### config.mk
export PLATFORM = sky130hd
export DESIGN_NAME = dual_uart_baud_rate_control
export DESIGN_NICKNAME = d
export VERILOG_FILES = /design/src/core/baud_ctl_pkg.sv /design/src/core/dual_uart_baud_rate_control.sv /design/src/core/rate_generator.sv /design/src/core/sync_divider.sv
export SDC_FILE = /design/constraint.sdc
export NUM_CORES = 1
export LEC_CHECK = 0
export BUFFER_PORTS_ARGS = -buffer_cell sky130_fd_sc_hd__buf_2
export CAP_MARGIN = 10
export CELL_PAD_IN_SITES_DETAIL_PLACEMENT = 1
export CELL_PAD_IN_SITES_GLOBAL_PLACEMENT = 2
export CORE_ASPECT_RATIO = 0.5
export CORE_UTILIZATION = 39
export CTS_CLUSTER_SIZE = 25
export DETAILED_ROUTE_END_ITERATION = 10
export GPL_TIMING_DRIVEN = 1
export HOLD_SLACK_MARGIN = 0.15
export PLACE_DENSITY = 0.76
export RECOVER_POWER = 50
export SYNTH_ARGS = -nofsm -noshare
export SYNTH_HDL_FRONTEND = slang
export SYNTH_SLANG_ARGS = --single-unit
### constraint.sdc
create_clock -name clock -period 1.8 [get_ports clock]
set_clock_uncertainty 0.05 [all_clocks]
set_input_delay 0.09 -clock clock [delete_from_list [all_inputs] [get_ports clock]]
set_output_delay 0.09 -clock clock [all_outputs]
set_load 0.005 [all_outputs]
### src/core/baud_ctl_pkg.sv
// Purpose: Constants and carriers for the dual UART baud-rate control
// Assumes: 8-bit special-function register port, 25 MHz peripheral clock
// Notes: Offsets are the special-function addresses
package baud_ctl_pkg;
  localparam logic [7:0] UART0_BAUD_CONTROL_ADDR = 8'h9B;
  localparam logic [7:0] UART1_BAUD_CONTROL_ADDR = 8'hBC;
  localparam logic [7:0] UART0_RATE_RELOAD_ADDR = 8'h9A;
  localparam logic [7:0] UART1_RATE_RELOAD_ADDR = 8'hBB;
  localparam logic [7:0] POWER_CONTROL_ADDR = 8'h87;
  localparam logic [7:0] TIMER2_CONTROL_ADDR = 8'hC8;
  localparam logic [7:0] BAUD_RESET = 8'h00;
  localparam logic [7:0] UART0_RSVD_MASK = 8'hE0;
  localparam logic [7:0] UART1_RSVD_MASK = 8'h20;
  localparam logic [7:0] RSVD_READ_FILL = 8'h00;
  localparam int RUN_BIT = 4;
  localparam int TX_SRC_BIT = 3;
  localparam int RX_SRC_BIT = 2;
  localparam int SPEED_BIT = 1;
  localparam int SYNC_SRC_BIT = 0;
  localparam int DOUBLE_BIT = 7;
  localparam int FRAMING_SEL_BIT = 6;
  localparam int T2_RX_PICK_BIT = 5;
  localparam int T2_TX_PICK_BIT = 4;
  localparam logic [3:0] SLOW_PRESCALE = 4'h5;
  localparam logic [3:0] FAST_PRESCALE = 4'h0;
  localparam logic [3:0] SYNC_DIV_STD = 4'hB;
  localparam logic [3:0] SYNC_DIV_X2 = 4'h5;
  localparam logic [1:0] MODE_SYNC = 2'h0;

  typedef struct packed {
    logic double_rate;
    logic framing_flag_select;
    logic generator_run;
    logic tx_rate_source;
    logic rx_rate_source;
    logic generator_speed;
    logic sync_rate_source;
  } chan_cfg_type;

  typedef struct packed {
    logic tx_tick;
    logic rx_tick;
    logic double_rate;
    logic framing_flag_select;
  } chan_out_type;
endpackage

### src/core/dual_uart_baud_rate_control.sv
// Purpose: Baud-rate source selection and control for two UART channels
// Assumes: Registers reached over a plain 8-bit address/strobe port
// Notes: Rate ticks are one-cycle pulses to the UART engines
//
// Behaviour
// - Run bit 4 starts the channel generator when set, stops when clear
// - Transmit select bit 3 picks generator when set, else timer 1 or 2
// - Receive select bit 2 picks generator when set, independent of tx
// - Speed bit 1 picks fast generator when set, slow when clear
// - Mode 0 bit 0 picks generator; else clock by 12, or 6 double-speed
// - UART 1 control bit 7 doubles rate in modes 1, 2 and 3
// - UART 1 control bit 6 maps top mode bit onto framing error flag
// - Reserved bits read indeterminate; software writes no ones there
// - UART 0 control clears its five bits; UART 1 resets to zero
// - UART 0 control at 9Bh, UART 1 at BCh, not bit addressable
// - UART 0 double rate and framing select live in power control 7, 6
// - Timer path picks timer 2 overflow when set, else timer 1
// - Each generator reloads from its own 8-bit register, reset zero
//
// Decided for this implementation: the plain strobed port.
`timescale 1ns/100ps
module dual_uart_baud_rate_control
  import baud_ctl_pkg::*;
(
  input wire logic clock,
  input wire logic rst_n,
  input wire logic [7:0] reg_addr,
  input wire logic [7:0] reg_wdata,
  input wire logic reg_write,
  input wire logic reg_read,
  output logic [7:0] reg_rdata,
  input wire logic double_speed_clock_mode,
  input wire logic timer1_overflow,
  input wire logic timer2_overflow,
  input wire logic [1:0] uart0_mode,
  input wire logic [1:0] uart1_mode,
  output chan_out_type uart0_out,
  output chan_out_type uart1_out
);
  logic [7:0] uart0_baud_control_ff;
  logic [7:0] uart1_baud_control_ff;
  logic [7:0] uart0_rate_reload_ff;
  logic [7:0] uart1_rate_reload_ff;
  logic [1:0] power_bits_ff;
  logic [1:0] timer_pick_ff;
  logic [7:0] nxt_rdata;
  chan_cfg_type cfg [2];
  logic [7:0] reload [2];
  logic [1:0] mode [2];
  logic [1:0] gen_tick;
  logic [1:0] tx_tick;
  logic [1:0] rx_tick;
  logic sync_tick;
  logic wr0;
  logic wr1;

  assign wr0 = reg_write && (reg_addr == UART0_BAUD_CONTROL_ADDR);
  assign wr1 = reg_write && (reg_addr == UART1_BAUD_CONTROL_ADDR);

  // Reserved bits are not stored, so ones written there have no effect
  always_ff @(posedge clock or negedge rst_n) begin
    if (!rst_n) begin
      uart0_baud_control_ff <= BAUD_RESET;
    end else if (wr0) begin
      uart0_baud_control_ff <= reg_wdata & ~UART0_RSVD_MASK;
    end
  end

  always_ff @(posedge clock or negedge rst_n) begin
    if (!rst_n) begin
      uart1_baud_control_ff <= BAUD_RESET;
    end else if (wr1) begin
      uart1_baud_control_ff <= reg_wdata & ~UART1_RSVD_MASK;
    end
  end

  always_ff @(posedge clock or negedge rst_n) begin
    if (!rst_n) begin
      uart0_rate_reload_ff <= BAUD_RESET;
    end else if (reg_write && reg_addr == UART0_RATE_RELOAD_ADDR) begin
      uart0_rate_reload_ff <= reg_wdata;
    end
  end

  always_ff @(posedge clock or negedge rst_n) begin
    if (!rst_n) begin
      uart1_rate_reload_ff <= BAUD_RESET;
    end else if (reg_write && reg_addr == UART1_RATE_RELOAD_ADDR) begin
      uart1_rate_reload_ff <= reg_wdata;
    end
  end

  // Only the UART 0 serial bits of power control are held here
  always_ff @(posedge clock or negedge rst_n) begin
    if (!rst_n) begin
      power_bits_ff <= 2'h0;
    end else if (reg_write && reg_addr == POWER_CONTROL_ADDR) begin
      power_bits_ff <= {reg_wdata[DOUBLE_BIT],
                        reg_wdata[FRAMING_SEL_BIT]};
    end
  end

  // Bit 1 is the receive pick, bit 0 the transmit pick
  always_ff @(posedge clock or negedge rst_n) begin
    if (!rst_n) begin
      timer_pick_ff <= 2'h0;
    end else if (reg_write && reg_addr == TIMER2_CONTROL_ADDR) begin
      timer_pick_ff <= {reg_wdata[T2_RX_PICK_BIT],
                        reg_wdata[T2_TX_PICK_BIT]};
    end
  end

  always_comb begin
    cfg[0].double_rate = power_bits_ff[1];
    cfg[0].framing_flag_select = power_bits_ff[0];
    cfg[1].double_rate = uart1_baud_control_ff[DOUBLE_BIT];
    cfg[1].framing_flag_select = uart1_baud_control_ff[FRAMING_SEL_BIT];
    cfg[0].generator_run = uart0_baud_control_ff[RUN_BIT];
    cfg[1].generator_run = uart1_baud_control_ff[RUN_BIT];
    cfg[0].tx_rate_source = uart0_baud_control_ff[TX_SRC_BIT];
    cfg[1].tx_rate_source = uart1_baud_control_ff[TX_SRC_BIT];
    cfg[0].rx_rate_source = uart0_baud_control_ff[RX_SRC_BIT];
    cfg[1].rx_rate_source = uart1_baud_control_ff[RX_SRC_BIT];
    cfg[0].generator_speed = uart0_baud_control_ff[SPEED_BIT];
    cfg[1].generator_speed = uart1_baud_control_ff[SPEED_BIT];
    cfg[0].sync_rate_source = uart0_baud_control_ff[SYNC_SRC_BIT];
    cfg[1].sync_rate_source = uart1_baud_control_ff[SYNC_SRC_BIT];
    reload[0] = uart0_rate_reload_ff;
    reload[1] = uart1_rate_reload_ff;
    mode[0] = uart0_mode;
    mode[1] = uart1_mode;
  end

  sync_divider u_sync_div (
    .clock(clock),
    .rst_n(rst_n),
    .double_speed(double_speed_clock_mode),
    .tick(sync_tick)
  );

  for (genvar ch = 0; ch < 2; ch++) begin : g_chan
    logic timer_tx;
    logic timer_rx;
    logic tx_ff;
    logic rx_ff;

    rate_generator u_gen (
      .clock(clock),
      .rst_n(rst_n),
      .run(cfg[ch].generator_run),
      .fast(cfg[ch].generator_speed),
      .reload(reload[ch]),
      .tick(gen_tick[ch])
    );

    assign timer_tx = timer_pick_ff[0] ? timer2_overflow
                                       : timer1_overflow;
    assign timer_rx = timer_pick_ff[1] ? timer2_overflow
                                       : timer1_overflow;

    always_ff @(posedge clock or negedge rst_n) begin
      if (!rst_n) begin
        tx_ff <= 1'b0;
      end else if (mode[ch] == MODE_SYNC) begin
        tx_ff <= cfg[ch].sync_rate_source ? gen_tick[ch] : sync_tick;
      end else begin
        tx_ff <= cfg[ch].tx_rate_source ? gen_tick[ch] : timer_tx;
      end
    end

    always_ff @(posedge clock or negedge rst_n) begin
      if (!rst_n) begin
        rx_ff <= 1'b0;
      end else if (mode[ch] == MODE_SYNC) begin
        rx_ff <= cfg[ch].sync_rate_source ? gen_tick[ch] : sync_tick;
      end else begin
        rx_ff <= cfg[ch].rx_rate_source ? gen_tick[ch] : timer_rx;
      end
    end

    assign tx_tick[ch] = tx_ff;
    assign rx_tick[ch] = rx_ff;
  end

  always_comb begin
    uart0_out.tx_tick = tx_tick[0];
    uart0_out.rx_tick = rx_tick[0];
    uart0_out.double_rate = cfg[0].double_rate;
    uart0_out.framing_flag_select = cfg[0].framing_flag_select;
    uart1_out.tx_tick = tx_tick[1];
    uart1_out.rx_tick = rx_tick[1];
    uart1_out.double_rate = cfg[1].double_rate;
    uart1_out.framing_flag_select = cfg[1].framing_flag_select;
  end

  // Reserved bits read as the fill value; unmapped addresses read zero
  always_comb begin
    nxt_rdata = 8'h00;
    unique case (reg_addr)
      UART0_BAUD_CONTROL_ADDR:
        nxt_rdata = uart0_baud_control_ff | RSVD_READ_FILL;
      UART1_BAUD_CONTROL_ADDR:
        nxt_rdata = uart1_baud_control_ff | RSVD_READ_FILL;
      UART0_RATE_RELOAD_ADDR: nxt_rdata = uart0_rate_reload_ff;
      UART1_RATE_RELOAD_ADDR: nxt_rdata = uart1_rate_reload_ff;
      default: nxt_rdata = 8'h00;
    endcase
  end

  always_ff @(posedge clock or negedge rst_n) begin
    if (!rst_n) begin
      reg_rdata <= 8'h00;
    end else if (reg_read) begin
      reg_rdata <= nxt_rdata;
    end else begin
      reg_rdata <= 8'h00;
    end
  end

  // Register port checks
  rsvd_zero_a: assert property (
    @(posedge clock) disable iff (!rst_n)
    (uart0_baud_control_ff & UART0_RSVD_MASK) == 8'h00 &&
    (uart1_baud_control_ff & UART1_RSVD_MASK) == 8'h00)
    else $error("reserved control bit stored");

  ctl_write_a: assert property (
    @(posedge clock) disable iff (!rst_n)
    wr0 |=> uart0_baud_control_ff == ($past(reg_wdata) & ~UART0_RSVD_MASK))
    else $error("uart0 control write not taken");

  readback_ctl_a: assert property (
    @(posedge clock) disable iff (!rst_n)
    wr1 ##1 reg_read && reg_addr == UART1_BAUD_CONTROL_ADDR && !reg_write
    |=> reg_rdata == ($past(reg_wdata, 2) & ~UART1_RSVD_MASK))
    else $error("uart1 control readback mismatch");

  ctl_read_a: assert property (
    @(posedge clock) disable iff (!rst_n)
    reg_read && reg_addr == UART0_BAUD_CONTROL_ADDR
    |=> reg_rdata == $past(uart0_baud_control_ff))
    else $error("uart0 control readback mismatch");

  reload_read_a: assert property (
    @(posedge clock) disable iff (!rst_n)
    reg_read && reg_addr == UART0_RATE_RELOAD_ADDR
    |=> reg_rdata == $past(uart0_rate_reload_ff))
    else $error("uart0 reload readback mismatch");

  // Read data stands for one cycle only
  rdata_idle_a: assert property (
    @(posedge clock) disable iff (!rst_n)
    !reg_read |=> reg_rdata == 8'h00)
    else $error("read data held without a read");

  power_map_a: assert property (
    @(posedge clock) disable iff (!rst_n)
    reg_write && reg_addr == POWER_CONTROL_ADDR
    |=> uart0_out.double_rate == $past(reg_wdata[DOUBLE_BIT]) &&
    uart0_out.framing_flag_select == $past(reg_wdata[FRAMING_SEL_BIT]))
    else $error("uart0 mode bits not taken");

  timer_pick_a: assert property (
    @(posedge clock) disable iff (!rst_n)
    reg_write && reg_addr == TIMER2_CONTROL_ADDR
    |=> timer_pick_ff[1] == $past(reg_wdata[T2_RX_PICK_BIT]) &&
    timer_pick_ff[0] == $past(reg_wdata[T2_TX_PICK_BIT]))
    else $error("timer pick bits not taken");

  double_map_a: assert property (
    @(posedge clock) disable iff (!rst_n)
    wr1 |=> uart1_out.double_rate == $past(reg_wdata[DOUBLE_BIT]) &&
    uart1_out.framing_flag_select == $past(reg_wdata[FRAMING_SEL_BIT]))
    else $error("uart1 mode bits not taken");

  // Rate path checks: each path tick is its source delayed by one cycle; a stopped generator gives no tick
  tx_gen_path_a: assert property (
    @(posedge clock) disable iff (!rst_n)
    uart0_mode != MODE_SYNC && cfg[0].tx_rate_source
    |=> tx_tick[0] == $past(gen_tick[0]))
    else $error("uart0 tx not fed by generator");

  rx_gen_path_a: assert property (
    @(posedge clock) disable iff (!rst_n)
    uart1_mode != MODE_SYNC && cfg[1].rx_rate_source
    |=> rx_tick[1] == $past(gen_tick[1]))
    else $error("uart1 rx not fed by generator");

  rx_timer_path_a: assert property (
    @(posedge clock) disable iff (!rst_n)
    uart1_mode != MODE_SYNC && !cfg[1].rx_rate_source && timer_pick_ff[1]
    |=> rx_tick[1] == $past(timer2_overflow))
    else $error("uart1 rx not fed by timer 2");

  tx_timer1_a: assert property (
    @(posedge clock) disable iff (!rst_n)
    uart0_mode != MODE_SYNC && !cfg[0].tx_rate_source && !timer_pick_ff[0]
    |=> tx_tick[0] == $past(timer1_overflow))
    else $error("uart0 tx not fed by timer 1");

  tx_timer2_a: assert property (
    @(posedge clock) disable iff (!rst_n)
    uart1_mode != MODE_SYNC && !cfg[1].tx_rate_source && timer_pick_ff[0]
    |=> tx_tick[1] == $past(timer2_overflow))
    else $error("uart1 tx not fed by timer 2");

  rx_timer1_a: assert property (
    @(posedge clock) disable iff (!rst_n)
    uart0_mode != MODE_SYNC && !cfg[0].rx_rate_source && !timer_pick_ff[1]
    |=> rx_tick[0] == $past(timer1_overflow))
    else $error("uart0 rx not fed by timer 1");

  sync_path_a: assert property (
    @(posedge clock) disable iff (!rst_n)
    uart0_mode == MODE_SYNC && !cfg[0].sync_rate_source
    |=> rx_tick[0] == $past(sync_tick))
    else $error("mode 0 not fed by fixed divider");

  sync_fixed_tx_a: assert property (
    @(posedge clock) disable iff (!rst_n)
    uart1_mode == MODE_SYNC && !cfg[1].sync_rate_source
    |=> tx_tick[1] == $past(sync_tick))
    else $error("uart1 mode 0 tx not fed by fixed divider");

  sync_gen_path_a: assert property (
    @(posedge clock) disable iff (!rst_n)
    uart0_mode == MODE_SYNC && cfg[0].sync_rate_source
    |=> tx_tick[0] == $past(gen_tick[0]))
    else $error("uart0 mode 0 tx not fed by generator");

  stopped_silent_a: assert property (
    @(posedge clock) disable iff (!rst_n)
    !cfg[1].generator_run [*3] |-> !gen_tick[1])
    else $error("stopped generator produced tick");

  gen_tick_c: cover property (@(posedge clock) disable iff (!rst_n)
    cfg[0].generator_run && cfg[0].generator_speed ##1 gen_tick[0]);
  slow_tick_c: cover property (@(posedge clock) disable iff (!rst_n)
    !cfg[1].generator_speed && gen_tick[1]);
  sync_tick_c: cover property (@(posedge clock) disable iff (!rst_n)
    uart1_mode == MODE_SYNC && tx_tick[1]);
  rx_timer_c: cover property (@(posedge clock) disable iff (!rst_n)
    uart0_mode != MODE_SYNC && !cfg[0].rx_rate_source && rx_tick[0]);
  x2_sync_c: cover property (@(posedge clock) disable iff (!rst_n)
    double_speed_clock_mode && uart1_mode == MODE_SYNC && rx_tick[1]);
endmodule // dual_uart_baud_rate_control

### src/core/rate_generator.sv
// Purpose: Internal baud-rate generator, 8-bit reload counter with prescale
// Assumes: Reload value and controls come from registers on the same clock
// Notes: One tick per counter overflow after the selected prescale
`timescale 1ns/100ps
module rate_generator
  import baud_ctl_pkg::*;
(
  input wire logic clock,
  input wire logic rst_n,
  input wire logic run,
  input wire logic fast,
  input wire logic [7:0] reload,
  output logic tick
);
  logic [7:0] count_ff;
  logic [3:0] pre_ff;
  logic pre_done;
  logic [3:0] pre_limit;

  assign pre_limit = fast ? FAST_PRESCALE : SLOW_PRESCALE;
  assign pre_done = (pre_ff == pre_limit);

  always_ff @(posedge clock or negedge rst_n) begin
    if (!rst_n) begin
      pre_ff <= 4'h0;
    end else if (!run || pre_done) begin
      pre_ff <= 4'h0;
    end else begin
      pre_ff <= pre_ff + 4'h1;
    end
  end

  // Stopped generator holds the reload so a restart begins a full period
  always_ff @(posedge clock or negedge rst_n) begin
    if (!rst_n) begin
      count_ff <= 8'h00;
    end else if (!run) begin
      count_ff <= reload;
    end else if (pre_done) begin
      count_ff <= (count_ff == 8'hFF) ? reload : count_ff + 8'h01;
    end
  end

  always_ff @(posedge clock or negedge rst_n) begin
    if (!rst_n) begin
      tick <= 1'b0;
    end else begin
      tick <= run && pre_done && (count_ff == 8'hFF);
    end
  end

  stopped_quiet_a: assert property (
    @(posedge clock) disable iff (!rst_n)
    !run |=> !tick)
    else $error("generator ticked while stopped");
endmodule // rate_generator

### src/core/sync_divider.sv
// Purpose: Fixed mode-0 clock divider, by 12 or by 6 in double-speed mode
// Assumes: clock is the oscillator/peripheral clock
// Notes: Output is a one-cycle tick
`timescale 1ns/100ps
module sync_divider
  import baud_ctl_pkg::*;
(
  input wire logic clock,
  input wire logic rst_n,
  input wire logic double_speed,
  output logic tick
);
  logic [3:0] div_ff;
  logic [3:0] limit;

  assign limit = double_speed ? SYNC_DIV_X2 : SYNC_DIV_STD;

  always_ff @(posedge clock or negedge rst_n) begin
    if (!rst_n) begin
      div_ff <= 4'h0;
    end else if (div_ff >= limit) begin
      div_ff <= 4'h0;
    end else begin
      div_ff <= div_ff + 4'h1;
    end
  end

  always_ff @(posedge clock or negedge rst_n) begin
    if (!rst_n) begin
      tick <= 1'b0;
    end else begin
      tick <= (div_ff >= limit);
    end
  end
endmodule // sync_divider

* Yosys cells after proc, flatten, opt, wreduce, memory -nomap -nowiden *
Cells that the tools add are included.
Widths: inputs -> output; s select.

operators by class
  add/subtract/negate cells = 5
  order comparisons = 1
  equality and inequality tests = 12
  mux-type cells = 26
  reduce and logical (&&, ||, !) cells = 16

operators by type and width
  kind                 count
  $eq 8x8->1 const B   8
  $mux 8               7
  $pmux 8 s4           1
  $add 8x1->8 const B  2
  $mux 4               4
  $add 4x1->4 const B  3
  $mux 1               12
  $logic_and 1x1->1    10
  $eq 4x4->1           2
  $mux 3               2
  $ge 4x4->1           1
  $logic_not 2->1      2
  $ne 2x1->1 const B   2
  $logic_not 1->1      2
  $logic_or 1x1->1     2

word-level totals
  bits in registers = 75
  input port bits = 27
  output and inout port bits = 16
  word-level logic and storage cells = 79

* Logic depth before layout (Yosys ltp) *
  depth in word-level cells = 4
  gate-level depth with buffers = 7
  depth with buffers taken out = 5

* Modules after synthesis *
Synthesis repeated with hierarchy kept, for this count alone.

second synthesis, totals
  cell total of the unflattened synthesis = 349
  area, all modules = 3981.3 um^2

modules (own cells, without submodules)
  module                       times used  cells each  area an instance (um^2)  sequential area each (um^2)
  dual_uart_baud_rate_control  1           167         2163.3                   1101.1
  rate_generator               2           80          785.8                    325.3
  sync_divider                 1           22          246.5                    125.1

* Worst setup path before layout *
Ideal clock, no wire load.

  path type = flip-flop to flip-flop
  start point = register g_chan[0].u_gen.pre_ff[0]
  end point = register g_chan[0].u_gen.count_ff[7]
  setup time = 124 ps
  arrival time = 1436 ps
  data required time = 1626 ps
  setup slack = 190 ps
  stages on the path, launching flop included = 5
  path buffers = 0
  clock period less this slack = 1610 ps
  cell sequence = dfrtp_1 nor3b_2 o21ai_4 o311a_1 a211o_1

on the way
  word-level cells in the longest chain between the ends = 2

RTL lines
  element                 RTL line              text
  start, declared         rate_generator.sv:16  logic [3:0] pre_ff;
  start signal, assigned  rate_generator.sv:29  pre_ff <= pre_ff + 4'h1;
  $eq 4x4->1              rate_generator.sv:21  assign pre_done = (pre_ff == pre_limit);
  $ne 2x1->1 (no line)    n/a
  end signal, assigned    rate_generator.sv:38  count_ff <= reload;
  end signal, assigned    rate_generator.sv:40  count_ff <= (count_ff == 8'hFF) ? reload : count_ff + 8'h01;
  end, declared           rate_generator.sv:15  logic [7:0] count_ff;

No other way between the ends.
A chain may end at the register's enable or synchronous reset.

* Worst setup path in the final report *
  start point = register uart1_rate_reload_ff[4]
  end point = register reg_rdata[4]

on the way
  word-level cells in the longest chain between the ends = 2

RTL lines
  element                 RTL line                            text
  start, declared         dual_uart_baud_rate_control.sv:43   logic [7:0] uart1_rate_reload_ff;
  start signal, assigned  dual_uart_baud_rate_control.sv:89   uart1_rate_reload_ff <= reg_wdata;
  $pmux 8 s4              dual_uart_baud_rate_control.sv:199  unique case (reg_addr)
  $mux 8                  dual_uart_baud_rate_control.sv:213  end else if (reg_read) begin
  end signal, assigned    dual_uart_baud_rate_control.sv:214  reg_rdata <= nxt_rdata;
  end, declared           dual_uart_baud_rate_control.sv:31   output logic [7:0] reg_rdata,

No other way between the ends.

==> load_flow_metrics.sql <==
INSERT INTO impl_metrics (metric_group, metric, value, unit) VALUES
('power_and_ir_drop', 'cellPowerDensity', '927', 'mW/mm^2'),
('setup_path', 'worstSetupPathDepth', '4', ''),
('setup_path', 'crit_path_start_kind', 'register', ''),
('die', 'die_footprint', '0.0102', 'sq mm'),
('cts', 'cts_post_setup_buffers_inserted', '0', ''),
('synth', 'postSynth.asyncResetShare', '100', '%'),
('cells_and_area', 'finalCoreUtilization', '50.0', '%'),
('power_and_ir_drop', 'power.share.clock', '43.8', '%'),
('cts', 'cts_tree', 'done', ''),
('synth', 'ys_ff_latch', '75', ''),
('setup_path', 'regToRegSetupSlack', '0.09', 'ns'),
('sta', 'timing.slew.headroom', '24.1', '%'),
('global_route', 'first_pass_grt_wire_length', '16900', 'um'),
('outcome', 'outcome', 'completed', ''),
('setup_path', 'top_fanout_value_on_the_critical_path', '3', ''),
('synth', 'ys_warn_count', '0', ''),
('setup_path', 'slowest_stage', 'dlygate4sd3_1', ''),
('die', 'chipWidth', '142', 'um'),
('setup_path', 'worst-path-buf-inv', '1', ''),
('cells_and_area', 'area_growth_synth_to_finish', '23.7', '%'),
('sta', 'timing.fmax', '0.584', 'GHz'),
('die', 'core_region_area', '0.00948', 'sq mm'),
('setup_path', 'reg2regPathDepth', '4', ''),
('power_and_ir_drop', 'share_seq_of_total_power', '44.2', '%'),
('global_route', 'initial_antenna_violation_count', '0', ''),
('synth', 'synthMostInstantiatedCell', 'dfrtp_1', ''),
('synth', 'netlist_top_cells_area', 'dfrtp_1 (49%), mux2_2 (6.8%), mux2_1 (4.7%)', ''),
('setup_path', 'timing.rr.end', 'reg_rdata[4]$_DFF_PN0_', ''),
('power_and_ir_drop', 'power.combinational.fraction', '12.0', '%'),
('die', 'floorplan.initialDensity', '40.4', '%'),
('synth', 'synth.avg_cell_area', '11.1', 'sq um'),
('cells_and_area', 'area_of_the_multi_input_gates', '0.00183', 'sq mm'),
('synth', 'synth_top_area_share', '49.0', '%'),
('die', 'die_height', '72.1', 'um'),
('route', 'route.vias.total', '3019', ''),
('placed_design', 'place.detailed.hpwl', '7630', 'um'),
('synth', 'synth_area_leader_cell', 'dfrtp_1', ''),
('cts', 'worst_skew_pair.late_latency', '0.33', 'ns'),
('route', 'drc', '0', ''),
('route', 'vias_per_cell', '5.45', ''),
('power_and_ir_drop', 'internal_power', '3.28', 'mW'),
('sta', 'fin_setup_tns', '0', 'ns'),
('route', 'drt_first_pass_iters', '4', ''),
('setup_path', 'timing.critical_path.from', 'uart1_rate_reload_ff[4]$_DFFE_PN0P_', ''),
('setup_path', 'cp-endpoint', 'reg_rdata[4]$_DFF_PN0_', ''),
('cells_and_area', 'sequential_cell_area', '0.00188', 'sq mm'),
('cts', 'cts_root_buf', 'clkbuf_16', ''),
('sta', 'slew_viol_final', '0', ''),
('run', 'maxCapViolCount', '0', ''),
('cells_and_area', 'antenna_cells', '0', ''),
('route', 'initial_drc_count', '79', ''),
('cts', 'cts.htree.levels', '3', ''),
('sta', 'layout_worst_path_cycle_share', '95.1', '%'),
('sta', 'worst_slack', '0.0879', 'ns'),
('route', 'route.detailed.wl_per_inst', '18.7', 'um'),
('cells_and_area', 'layout.nets', '449', ''),
('placed_design', 'place.gp.congestion', '0.892', ''),
('sta', 'finalWorstPathRequiredPeriod', '1.71', 'ns'),
('synth', 'synth_enable_flop_cells', '0', ''),
('power_and_ir_drop', 'netSwitchingFraction', '25.4', '%'),
('placed_design', 'io_buffers', '42', ''),
('placed_design', 'placed_cells', '519', ''),
('setup_path', 'worst-endpoint-required', '1.97', 'ns'),
('synth', 'mapped_nets', '379', ''),
('setup_path', 'setup.worst_path.end_class', 'register', ''),
('cts', 'clkTransAtPathRegs', '0.06', 'ns'),
('setup_path', 'rr_startpoint', 'uart1_rate_reload_ff[4]$_DFFE_PN0P_', ''),
('die', 'num_io_pins', '43', ''),
('die', 'std_cell_rows', '25', ''),
('sta', 'worstMarginPinSlew', '1.14', 'ns'),
('sta', 'timing_hold_violations_final', '0', '');
## power groups by stage
stage	clock (mW)	combinational, mW	sequential, mW
floorplan	0	0.324	1.92
global placement	0	0.470	1.96
detailed placement	0	0.510	1.97
CTS	1.97	0.539	1.94
global route	2.04	0.590	1.96
finish	1.92	0.528	1.94
## state kept, by name, indices dropped and copies added, names as in the netlist
register	cells
g_chan.rx_ff	2
g_chan.tx_ff	2
g_chan.u_gen.count_ff	16
g_chan.u_gen.pre_ff	8
g_chan.u_gen.tick	2
power_bits_ff	2
reg_rdata	8
timer_pick_ff	2
u_sync_div.div_ff	4
u_sync_div.tick	1
uart0_baud_control_ff	5
uart0_rate_reload_ff	8
uart1_baud_control_ff	7
uart1_rate_reload_ff	8
## timing repair
item | in CTS | in global routing
resized for setup | 2 | 0
setup endpoints to repair | 3 | 0
hold endpoints to repair | 87 | 0
hold buffers | 19 | 0
## tightest hold or removal path, stage by stage
cell     delay, ns
buf_2         0.09
nor3_1        0.06
nand4_1       0.13
mux2_2        0.16
## how the worst min path moves through the flow
stage                      from                                  end  slack [ns]  depth (start not counted)
floorplan                 rst_n            g_chan[0].rx_ff$_DFF_PN0_       -0.26                          0
global placement          rst_n  g_chan[0].u_gen.pre_ff[1]$_DFF_PN0_        0.07                          1
detailed placement        rst_n  g_chan[0].u_gen.pre_ff[1]$_DFF_PN0_        0.08                          1
CTS                 reg_addr[4]         timer_pick_ff[1]$_DFFE_PN0P_        0.17                          4
global route        reg_addr[4]         timer_pick_ff[1]$_DFFE_PN0P_        0.19                          4
finish              reg_addr[4]         timer_pick_ff[1]$_DFFE_PN0P_        0.18                          4
## layout make-up
type / count / share of cell area [%]
sequential: 75 / 39.6
multi-input combinational: 245 / 38.6
timing repair buffer: 76 / 10.9
clock buffer: 10 / 4.83
tap: 135 / 3.56
clock inverter: 6 / 1.90
inverter: 7 / 0.555
## per-stage QoR
step / hold WS [ns] / instance area (sq um) / power, mW
5_1_grt: 0.189 / 4740 / 4.59
6_report: 0.180 / 4740 / 4.39
3_5_place_dp: 0.0825 / 4230 / 2.48
2_1_floorplan: -0.256 / 3830 / 2.24
3_3_place_gp: 0.0691 / 4230 / 2.43
4_1_cts: 0.171 / 4750 / 4.45
## kinds of logic (layout without fill, tap and decap cells)
logic type                 count (synthesis)  count (layout)  share of synthesized area, %
buffers and inverters                     24              99                          3.46
AOI/OAI and AO/OA                         65              65                          13.3
and+or+nand+nor                          123             123                          17.8
xor gates and xnor gates                  10              10                          2.29
DFF                                       75              75                          49.0
muxes                                     39              39                          11.5
adders and majority gates                  8               8                          2.61
## placed cells by master, fill, tap and decap left out, types with 4 or more instances in the layout
cell type,netlist,final
a21oi_1,8,8
clkbuf_16,0,9
nand3_1,14,14
nor2b_1,4,4
and3b_1,4,4
and2_1,7,6
dlygate4sd3_1,0,19
a222oi_1,5,5
o21ai_0,10,10
o31ai_1,4,4
mux2_1,16,16
buf_2,4,35
and3_1,11,11
a22o_1,4,4
xnor2_1,8,8
inv_1,6,6
ha_1,8,8
mux2_2,23,23
nand2_1,21,21
clkbuf_1,4,7
buf_4,8,14
nand4_1,4,4
dfrtp_1,75,75
nor2_1,32,32
## per-layer routing
layer	share of wire, %	vias up	global-route usage (%)
met5	0	-	0
met1	46	1554	27.9
li1	-	1413	-
met3	4.0	12	5.87
met2	49	40	37.5
met4	1.4	0	8.24
Note: power is estimated with default switching activity, not from simulation.
